==> src/tfp_pkg.sv <==
// package for the timer event flags and shared prescaler block
// assumes a single 100 MHz core clock and a 32-bit Avalon-MM register bus
package tfp_pkg;
	// register indices; byte address is four times the index
	localparam logic [7:0] TFP_IDX_EVENT_FLAGS = 8'h39;
	localparam logic [7:0] TFP_IDX_TIMER_SETUP = 8'h3c;
	localparam logic [7:0] TFP_IDX_GENERAL_CTRL = 8'h43;
	localparam int TFP_ADDR_W = 10;

	// timer_event_flags bit positions
	localparam int TFP_BIT_OVERFLOW = 7;
	localparam int TFP_BIT_COMPARE_B = 6;
	localparam int TFP_BIT_COMPARE_A = 5;
	localparam int TFP_BIT_CAPTURE = 3;

	// general_timer_control bit positions
	localparam int TFP_BIT_SYNC_HOLD = 7;
	localparam int TFP_BIT_PSC_RESET = 0;

	// timer_setup field positions
	localparam int TFP_POS_T1_CS = 0;
	localparam int TFP_POS_T0_CS = 4;
	localparam int TFP_POS_WAVE = 8;
	localparam int TFP_BIT_CAP_IRQ_EN = 12;

	// reset values
	localparam logic [7:0] TFP_RST_FLAGS = 8'h00;
	localparam logic [2:0] TFP_RST_CS = 3'h0;
	localparam logic [3:0] TFP_RST_WAVE = 4'h0;

	// prescaler
	localparam int TFP_PSC_W = 10;
	localparam int TFP_SYNC_STAGES = 3;

	// waveform modes that matter to the flags
	localparam logic [3:0] TFP_WAVE_NORMAL = 4'h0;
	localparam logic [3:0] TFP_WAVE_CTC_A = 4'h4;
	localparam logic [3:0] TFP_WAVE_CTC_CAP = 4'hc;

	// clock source select codes
	typedef enum logic [2:0] {
		TFP_CS_STOP = 3'b000,
		TFP_CS_DIV1 = 3'b001,
		TFP_CS_DIV8 = 3'b010,
		TFP_CS_DIV64 = 3'b011,
		TFP_CS_DIV256 = 3'b100,
		TFP_CS_DIV1024 = 3'b101,
		TFP_CS_PIN_FALL = 3'b110,
		TFP_CS_PIN_RISE = 3'b111
	} tfp_cs_e;

	// events reported by the counter core of timer 1
	typedef struct packed {
		logic match_a;
		logic match_b;
		logic overflow;
		logic at_top;
		logic capture_event;
		logic force_a;
		logic force_b;
	} tfp_core_ev_s;

	// interrupt vector execution acknowledges
	typedef struct packed {
		logic overflow;
		logic compare_a;
		logic compare_b;
		logic capture;
	} tfp_vec_ack_s;

	// whole state of the block
	typedef struct packed {
		logic wait_n;
		logic [31:0] rdata;
		logic overflow_flag;
		logic compare_b_flag;
		logic compare_a_flag;
		logic capture_flag;
		logic [2:0] t1_cs;
		logic [2:0] t0_cs;
		logic [3:0] wave;
		logic capture_irq_enable;
		logic sync_hold_mode;
		logic prescaler_reset_bit;
		logic [TFP_PSC_W-1:0] psc;
		logic [TFP_SYNC_STAGES-1:0] t0_sync;
		logic [TFP_SYNC_STAGES-1:0] t1_sync;
		logic t0_tick;
		logic t1_tick;
		logic capture_irq;
	} tfp_state_s;
endpackage

==> src/tfp_top.sv <==
// timer event flags, capture interrupt request, shared prescaler and count pin edge logic
// assumes the timer 1 counter core supplies match, overflow, top and capture events
// sampled on its tick, and an Avalon-MM master on the same clock
//
// Local design decision: register access over Avalon-MM.
`timescale 1ns/1ns

// Overview of operation
// - capture request high when capture enable, global enable and capture flag all set
// - overflow flag set on overflow in normal and ctc modes, else per mode
// - each flag cleared by its vector acknowledge or by writing one
// - compare b flag set on the tick ending the matching timer cycle
// - compare a flag set on the tick ending the matching timer cycle
// - forced compare strobes never set compare flags
// - reserved flag bit always reads zero
// - capture flag set by capture event, or instead by reaching top when capture is top
// - one prescaler, separate clock selects, taps 1, 8, 64, 256, 1024
// - prescaler free runs regardless of selection; first count after 1 to N+1
// - count pins sampled every clock through synchroniser into edge detector
// - synchroniser flops update on the rising clock edge
// - edge detector gives one tick per chosen rising or falling edge
// - pin edge to count tick takes about three clock cycles
// - pin clock feeds the counter without prescaler division
// - with sync hold mode set, prescaler reset bit keeps written value
// - writing sync hold mode zero clears prescaler reset bit, timers resume
// - writing one to prescaler reset bit resets prescaler, self clears unless held
// - clock select codes 0..7: stop, /1, /8, /64, /256, /1024, fall, rise
module tfp_top
	import tfp_pkg::*;
(
	input wire logic i_core_clk,
	input wire logic i_reset_n,
	input wire logic [TFP_ADDR_W-1:0] i_avs_address,
	input wire logic i_avs_read,
	input wire logic i_avs_write,
	input wire logic [31:0] i_avs_writedata,
	input wire logic [3:0] i_avs_byteenable,
	output logic [31:0] o_avs_readdata,
	output logic o_avs_waitrequest,
	input wire logic i_global_irq_enable,
	input wire tfp_core_ev_s i_core_ev,
	input wire tfp_vec_ack_s i_vec_ack,
	input wire logic i_t0_count_pin,
	input wire logic i_t1_count_pin,
	output logic o_t0_tick,
	output logic o_t1_tick,
	output logic o_capture_irq,
	output logic [3:0] o_wave_mode,
	output logic o_overflow_flag,
	output logic o_compare_a_flag,
	output logic o_compare_b_flag,
	output logic o_capture_flag
);

	tfp_state_s s_q;
	tfp_state_s s_d;

	// one tick for the chosen source; prescaled taps and the undivided clock share the
	// prescaler reset so a held reset halts both timers on internal sources; pin clocks keep ticking
	function automatic logic tick_sel(input logic [2:0] cs, input logic [TFP_PSC_W-1:0] psc,
		input logic hold, input logic [TFP_SYNC_STAGES-1:0] sync);
		logic rise;
		logic fall;
		rise = sync[1] & ~sync[2];
		fall = ~sync[1] & sync[2];
		case (tfp_cs_e'(cs))
			TFP_CS_STOP: tick_sel = 1'b0;
			TFP_CS_DIV1: tick_sel = ~hold;
			TFP_CS_DIV8: tick_sel = ~hold & (psc[2:0] == 3'h7);
			TFP_CS_DIV64: tick_sel = ~hold & (psc[5:0] == 6'h3f);
			TFP_CS_DIV256: tick_sel = ~hold & (psc[7:0] == 8'hff);
			TFP_CS_DIV1024: tick_sel = ~hold & (psc == 10'h3ff);
			TFP_CS_PIN_FALL: tick_sel = fall;
			TFP_CS_PIN_RISE: tick_sel = rise;
			default: tick_sel = 1'b0;
		endcase
	endfunction

	// modes in which the capture register sets top
	function automatic logic capture_is_top(input logic [3:0] wave);
		capture_is_top = (wave == TFP_WAVE_CTC_CAP) || (wave == 4'h8) ||
			(wave == 4'ha) || (wave == 4'he);
	endfunction

	logic sel_flags;
	logic sel_setup;
	logic sel_general;
	logic bus_req;
	logic wr_fire;
	logic [7:0] flags_view;
	logic [7:0] general_view;
	logic [15:0] setup_view;
	logic ovf_set;
	logic cap_set;
	logic cmp_a_set;
	logic cmp_b_set;

	// address decode on word index; byte address bits [1:0] are ignored
	assign sel_flags = (i_avs_address[TFP_ADDR_W-1:2] == TFP_IDX_EVENT_FLAGS);
	assign sel_setup = (i_avs_address[TFP_ADDR_W-1:2] == TFP_IDX_TIMER_SETUP);
	assign sel_general = (i_avs_address[TFP_ADDR_W-1:2] == TFP_IDX_GENERAL_CTRL);
	assign bus_req = i_avs_read | i_avs_write;
	// a write lands only in the cycle where waitrequest is low
	assign wr_fire = i_avs_write & s_q.wait_n;

	// register views; bit 4 and the timer 0 flag bits read as zero
	always_comb begin
		flags_view = TFP_RST_FLAGS;
		flags_view[TFP_BIT_OVERFLOW] = s_q.overflow_flag;
		flags_view[TFP_BIT_COMPARE_B] = s_q.compare_b_flag;
		flags_view[TFP_BIT_COMPARE_A] = s_q.compare_a_flag;
		flags_view[TFP_BIT_CAPTURE] = s_q.capture_flag;
		general_view = 8'h00;
		general_view[TFP_BIT_SYNC_HOLD] = s_q.sync_hold_mode;
		general_view[TFP_BIT_PSC_RESET] = s_q.prescaler_reset_bit;
		setup_view = 16'h0000;
		setup_view[TFP_POS_T1_CS +: 3] = s_q.t1_cs;
		setup_view[TFP_POS_T0_CS +: 3] = s_q.t0_cs;
		setup_view[TFP_POS_WAVE +: 4] = s_q.wave;
		setup_view[TFP_BIT_CAP_IRQ_EN] = s_q.capture_irq_enable;
	end

	// flag set terms, all but the capture event term qualified by the timer 1 tick that closes the matching cycle;
	// force strobes are not looked at, so they can never set a compare flag
	always_comb begin
		cmp_a_set = s_q.t1_tick & i_core_ev.match_a;
		cmp_b_set = s_q.t1_tick & i_core_ev.match_b;
		if (s_q.wave == TFP_WAVE_NORMAL || s_q.wave == TFP_WAVE_CTC_A ||
			s_q.wave == TFP_WAVE_CTC_CAP) begin
			ovf_set = s_q.t1_tick & i_core_ev.overflow;
		end else begin
			ovf_set = s_q.t1_tick & i_core_ev.at_top;
		end
		if (capture_is_top(s_q.wave)) begin
			cap_set = s_q.t1_tick & i_core_ev.at_top;
		end else begin
			cap_set = i_core_ev.capture_event;
		end
	end

	// next state
	always_comb begin
		s_d = s_q;

		// bus handshake: one wait cycle, then one cycle with waitrequest low
		s_d.wait_n = bus_req & ~s_q.wait_n;
		s_d.rdata = 32'h0000_0000;
		if (i_avs_read & ~s_q.wait_n) begin
			if (sel_flags) begin
				s_d.rdata = {24'h00_0000, flags_view};
			end else if (sel_setup) begin
				s_d.rdata = {16'h0000, setup_view};
			end else if (sel_general) begin
				s_d.rdata = {24'h00_0000, general_view};
			end
		end

		// flags: clear by vector or write-one, a same-cycle set wins
		if (i_vec_ack.overflow || (wr_fire && sel_flags && i_avs_byteenable[0] &&
			i_avs_writedata[TFP_BIT_OVERFLOW])) begin
			s_d.overflow_flag = 1'b0;
		end
		if (i_vec_ack.compare_b || (wr_fire && sel_flags && i_avs_byteenable[0] &&
			i_avs_writedata[TFP_BIT_COMPARE_B])) begin
			s_d.compare_b_flag = 1'b0;
		end
		if (i_vec_ack.compare_a || (wr_fire && sel_flags && i_avs_byteenable[0] &&
			i_avs_writedata[TFP_BIT_COMPARE_A])) begin
			s_d.compare_a_flag = 1'b0;
		end
		if (i_vec_ack.capture || (wr_fire && sel_flags && i_avs_byteenable[0] &&
			i_avs_writedata[TFP_BIT_CAPTURE])) begin
			s_d.capture_flag = 1'b0;
		end
		if (ovf_set) begin
			s_d.overflow_flag = 1'b1;
		end
		if (cmp_b_set) begin
			s_d.compare_b_flag = 1'b1;
		end
		if (cmp_a_set) begin
			s_d.compare_a_flag = 1'b1;
		end
		if (cap_set) begin
			s_d.capture_flag = 1'b1;
		end

		// setup register, per byte lane
		if (wr_fire && sel_setup && i_avs_byteenable[0]) begin
			s_d.t1_cs = i_avs_writedata[TFP_POS_T1_CS +: 3];
			s_d.t0_cs = i_avs_writedata[TFP_POS_T0_CS +: 3];
		end
		if (wr_fire && sel_setup && i_avs_byteenable[1]) begin
			s_d.wave = i_avs_writedata[TFP_POS_WAVE +: 4];
			s_d.capture_irq_enable = i_avs_writedata[TFP_BIT_CAP_IRQ_EN];
		end

		// prescaler reset bit self clears unless sync hold mode keeps it
		if (!s_q.sync_hold_mode) begin
			s_d.prescaler_reset_bit = 1'b0;
		end
		if (wr_fire && sel_general && i_avs_byteenable[0]) begin
			s_d.sync_hold_mode = i_avs_writedata[TFP_BIT_SYNC_HOLD];
			if (i_avs_writedata[TFP_BIT_SYNC_HOLD]) begin
				s_d.prescaler_reset_bit = i_avs_writedata[TFP_BIT_PSC_RESET];
			end else begin
				// leaving hold mode drops the reset so timers restart
				s_d.prescaler_reset_bit = 1'b0;
			end
		end

		// free-running prescaler, zeroed for every cycle a one sits in the reset bit
		// and on the write of a one even outside hold mode
		if (s_q.prescaler_reset_bit || (wr_fire && sel_general && i_avs_byteenable[0] &&
			i_avs_writedata[TFP_BIT_PSC_RESET])) begin
			s_d.psc = '0;
		end else begin
			s_d.psc = s_q.psc + 10'h001;
		end

		// three-stage pin synchronisers; stage 0 only feeds stage 1
		s_d.t0_sync = {s_q.t0_sync[1:0], i_t0_count_pin};
		s_d.t1_sync = {s_q.t1_sync[1:0], i_t1_count_pin};

		// registered ticks; a pin edge reaches the tick three edges later
		s_d.t0_tick = tick_sel(s_q.t0_cs, s_q.psc, s_q.prescaler_reset_bit,
			s_q.t0_sync);
		s_d.t1_tick = tick_sel(s_q.t1_cs, s_q.psc, s_q.prescaler_reset_bit,
			s_q.t1_sync);

		// capture request follows the flag one cycle later
		s_d.capture_irq = s_q.capture_irq_enable & i_global_irq_enable &
			s_q.capture_flag;
	end

	// state register with synchronous reset
	always_ff @(posedge i_core_clk) begin
		if (!i_reset_n) begin
			s_q.wait_n <= 1'b0;
			s_q.rdata <= 32'h0000_0000;
			s_q.overflow_flag <= TFP_RST_FLAGS[TFP_BIT_OVERFLOW];
			s_q.compare_b_flag <= TFP_RST_FLAGS[TFP_BIT_COMPARE_B];
			s_q.compare_a_flag <= TFP_RST_FLAGS[TFP_BIT_COMPARE_A];
			s_q.capture_flag <= TFP_RST_FLAGS[TFP_BIT_CAPTURE];
			s_q.t1_cs <= TFP_RST_CS;
			s_q.t0_cs <= TFP_RST_CS;
			s_q.wave <= TFP_RST_WAVE;
			s_q.capture_irq_enable <= 1'b0;
			s_q.sync_hold_mode <= 1'b0;
			s_q.prescaler_reset_bit <= 1'b0;
			s_q.psc <= '0;
			s_q.t0_sync <= '0;
			s_q.t1_sync <= '0;
			s_q.t0_tick <= 1'b0;
			s_q.t1_tick <= 1'b0;
			s_q.capture_irq <= 1'b0;
		end else begin
			s_q <= s_d;
		end
	end

	// outputs straight from state flops
	assign o_avs_readdata = s_q.rdata;
	assign o_avs_waitrequest = ~s_q.wait_n;
	assign o_t0_tick = s_q.t0_tick;
	assign o_t1_tick = s_q.t1_tick;
	assign o_capture_irq = s_q.capture_irq;
	assign o_wave_mode = s_q.wave;
	assign o_overflow_flag = s_q.overflow_flag;
	assign o_compare_a_flag = s_q.compare_a_flag;
	assign o_compare_b_flag = s_q.compare_b_flag;
	assign o_capture_flag = s_q.capture_flag;

endmodule

==> config.mk <==
export PLATFORM = sky130hd
export DESIGN_NAME = tfp_top
export DESIGN_NICKNAME = d
export VERILOG_FILES = /design/src/tfp_pkg.sv /design/src/tfp_top.sv
export SDC_FILE = /design/constraint.sdc
export NUM_CORES = 1
export LEC_CHECK = 0
export BUFFER_PORTS_ARGS = -buffer_cell sky130_fd_sc_hd__buf_4
export CORE_MARGIN = 1
export CORE_UTILIZATION = 50
export CTS_CLUSTER_DIAMETER = 200
export DETAILED_ROUTE_END_ITERATION = 12
export PLACE_DENSITY = 0.81
export SLEW_MARGIN = 20
export SYNTH_ARGS = -nofsm -noshare
export SYNTH_HDL_FRONTEND = slang
export SYNTH_SLANG_ARGS = --single-unit
==> constraint.sdc <==
create_clock -name i_core_clk -period 3.3 [get_ports i_core_clk]
set_clock_uncertainty 0.2 [all_clocks]
set_input_delay 0.165 -clock i_core_clk [delete_from_list [all_inputs] [get_ports i_core_clk]]
set_output_delay 0.165 -clock i_core_clk [all_outputs]
set_load 0.03 [all_outputs]
==> impl_results.md <==
* Run status: complete, no violations
* Number of flops mapped to enable cells by yosys at 0
* IO buf count at 63
* # hold bufs at CTS at 21
* Flops & latches, synth at 50
* Largest net degree at the start of global routing at 40
* Main combinational cell family by area after synthesis: simple AND/OR/NAND/NOR gates
* Post-synthesis sequential area ratio at 43.6%
* Drc violations at 0
* TritonCTS clock tree: yes
* Share of post-route cells with drive strength above 1 at 26.6%
* ANT nets after route at 0
* Die area at 4860 sq um
* Tmin final at 2.11 ns
* DR WL/cell at 12.9 um
* Most frequent cells in the layout: 63 x buf_4, 50 x dfxtp_1, 21 x nand2_1, 21 x nand3_1, 21 x dlygate4sd3_1
* Starting utilization of the core area at 52.3%
* Critical Path RT at 3.30 ns
* H-tree depth at 2
* Multi-input gate area at 1030 sq um
* Number of nets in the layout at 378
* 1st-iter DRT viols at 104
* First-pass GRT wire length at 7710 um
* Post-CTS sizing at 0
* Main synth FF type: dfxtp_1
* Crit end category: flop
* Final hold vios at 0
* Netlist cell types at between 40 and 50
* FF+latch area at 1000 sq um
* Antenna Cells at 0
* Routed vias at around 1,800
* RSZ-0062 raised after global routing: no
* Post-Synthesis Cells at approximately 250
* Final core utilization at between 60% and 70%
* Initial antenna violation count at 0
* Clk Latency, worst-skew pair at 0.30 ns
* Final Total Pwr at approximately 1.1 mW
* CTS Sinks at 50
* CP Data Arrival Time at 2.11 ns
* Avg Inst Size Synth at 9.33 sq um
* Detailed Route WL at 4690 um
* Detailed-placement wirelength estimate at between 3000 and 4000 um
* Core Footprint at 4380 sq um
* FP Rows at 24
* Synth area leaders: dfxtp_1 44%, buf_4 12%, nand3_1 4.6%, and2_1 4.1%, nand2_1 3.4%
* TritonCTS Buffers at 5
* Setup bufs post-CTS at 0
* Drt pass-1 iters at 4
* Final GP Congestion at between 0.8 and 0.9
* Simple-gate area share of the yosys netlist at 25.7%
* Yosys warns at 0
* Clock root cell: clkbuf_8
* Commonest non-fill, non-tap cell in the layout: buf_4
* GRT Util Overall at 19.8%
* Worst setup SP type: primary input
* Power Dens Cells at 372 nW/um^2
* CP max FO at 7
* Fin. max-slew vios at 0
* Worst setup path class: primary input to flop
* Peak VDD IR at 186 uV
* Dominant cell type by area after synthesis: dfxtp_1
* Setup-failing EPs final at 0
* Period utilization at 64.0%
* Fillers at 383
* Fmax at around 470 MHz
* Final Hold Slack at 0.0187 ns
* Die H at 69.7 um
* DR vias/cell at approximately 5.1
* Mux contribution to synthesized area at 1.91%
* Vias in the first global route at ~1,700
* Compound-gate portion of the synthesized area at 10.4%
* Clock-pin slew on the worst setup and hold paths at 0.09 ns
* Grt total ovfl at 0
* Slew @ Worst Pin at 0.674 ns
* Die width at 69.7 um
* LEAKAGE at between 1 and 1.5 nW
* Async S/R FF share, synth at 0%
* Max clock buf depth at 2
* Synth Area in XOR/XNOR at about 2.7%
* HP Class: primary input to flop
* Slew HR at 55.0%
* Synthesis-to-layout area growth at 25.4%
* Adder-cell share of the synthesized area at 1.09%
* Num ports at 108
* Post-synth top area share at about 44%
* Setup TNS at 0 ns
* Max cap viols at 0
* Syn Std Cell Area at 2290 sq um
critical path: stages:
cell and delay (ns):
buf_4 0.11, or4b_4 0.60, nor3_4 0.35, a311oi_1 0.15
dlygate4sd3_1 0.58, o21a_1 0.16
path summary, 6_finish.rpt:
path / startpoint / endpoint / slack, ns / depth (start not counted)
setup / recovery: i_avs_address[8] / o_capture_flag / 1.19 / 6
hold / removal: i_avs_read / o_avs_readdata[7] / 0.02 / 3
setup reg to reg: s_q[9] / o_t1_tick / 1.41 / 5
hold reg to reg: s_d[7] / s_d[8] / 0.24 / 1
state kept, by name (all words and copies together), names as in the netlist:
| signal | cells |
|---|---|
| s_d | 4 |
| o_capture_flag | 1 |
| o_avs_readdata | 13 |
| o_compare_a_flag | 1 |
| o_wave_mode | 4 |
| o_t1_tick | 1 |
| s_q | 20 |
| o_t0_tick | 1 |
| o_overflow_flag | 1 |
| o_compare_b_flag | 1 |
| o_capture_irq | 1 |
| general_view | 2 |
where the power goes:
part / switching, mW / internal, mW / total [mW]
Combinational: 0.0681 / 0.0577 / 0.126
Clock: 0.182 / 0.146 / 0.328
Sequential: 0.00673 / 0.611 / 0.617
per-stage QoR:
stage               worst slack (ns)  instances  area, sq um
global placement                1.10        336         2590
CTS                             1.22        364         2880
detailed placement              1.18        336         2590
floorplan                       1.63        264         2360
finish                          1.19        364         2880
global route                    1.13        364         2880
per-layer routing:
layer	share of wire, %	wire length [um]	global-route usage [%]
met5	0	0	0
met1	43	2010	24.4
met3	5.1	237	4.22
met2	51	2380	34.3
met4	1.3	61	6.67
cell type report:
class                      instances  share of cell area, %
clock buffer                       7                   2.65
tap                               52                   2.26
multi-input combinational        165                   35.8
inverter                           6                  0.783
timing repair buffer              84                   23.7
sequential                        50                   34.8
cell families after synthesis:
group	count (synthesis)
XOR/XNOR	7
AO/OA/AOI/OAI	33
flip-flops	50
AND/OR/NAND/NOR	100
multiplexers	4
adder cells (fa/ha/maj)	2
buffers and inverters	49
other	1
synthesized netlist by cell type, types with 3 or more instances:
library cell	n
dfxtp_1	50
buf_4	36
nand2_1	21
nand3_1	21
nor2_1	17
and2_1	15
o21ai_0	10
inv_1	6
a311oi_1	5
xor2_1	5
buf_2	4
a21oi_1	3
a31o_2	3
mux2_2	3
nor3_1	3
Power figures use the tool's default switching activity.
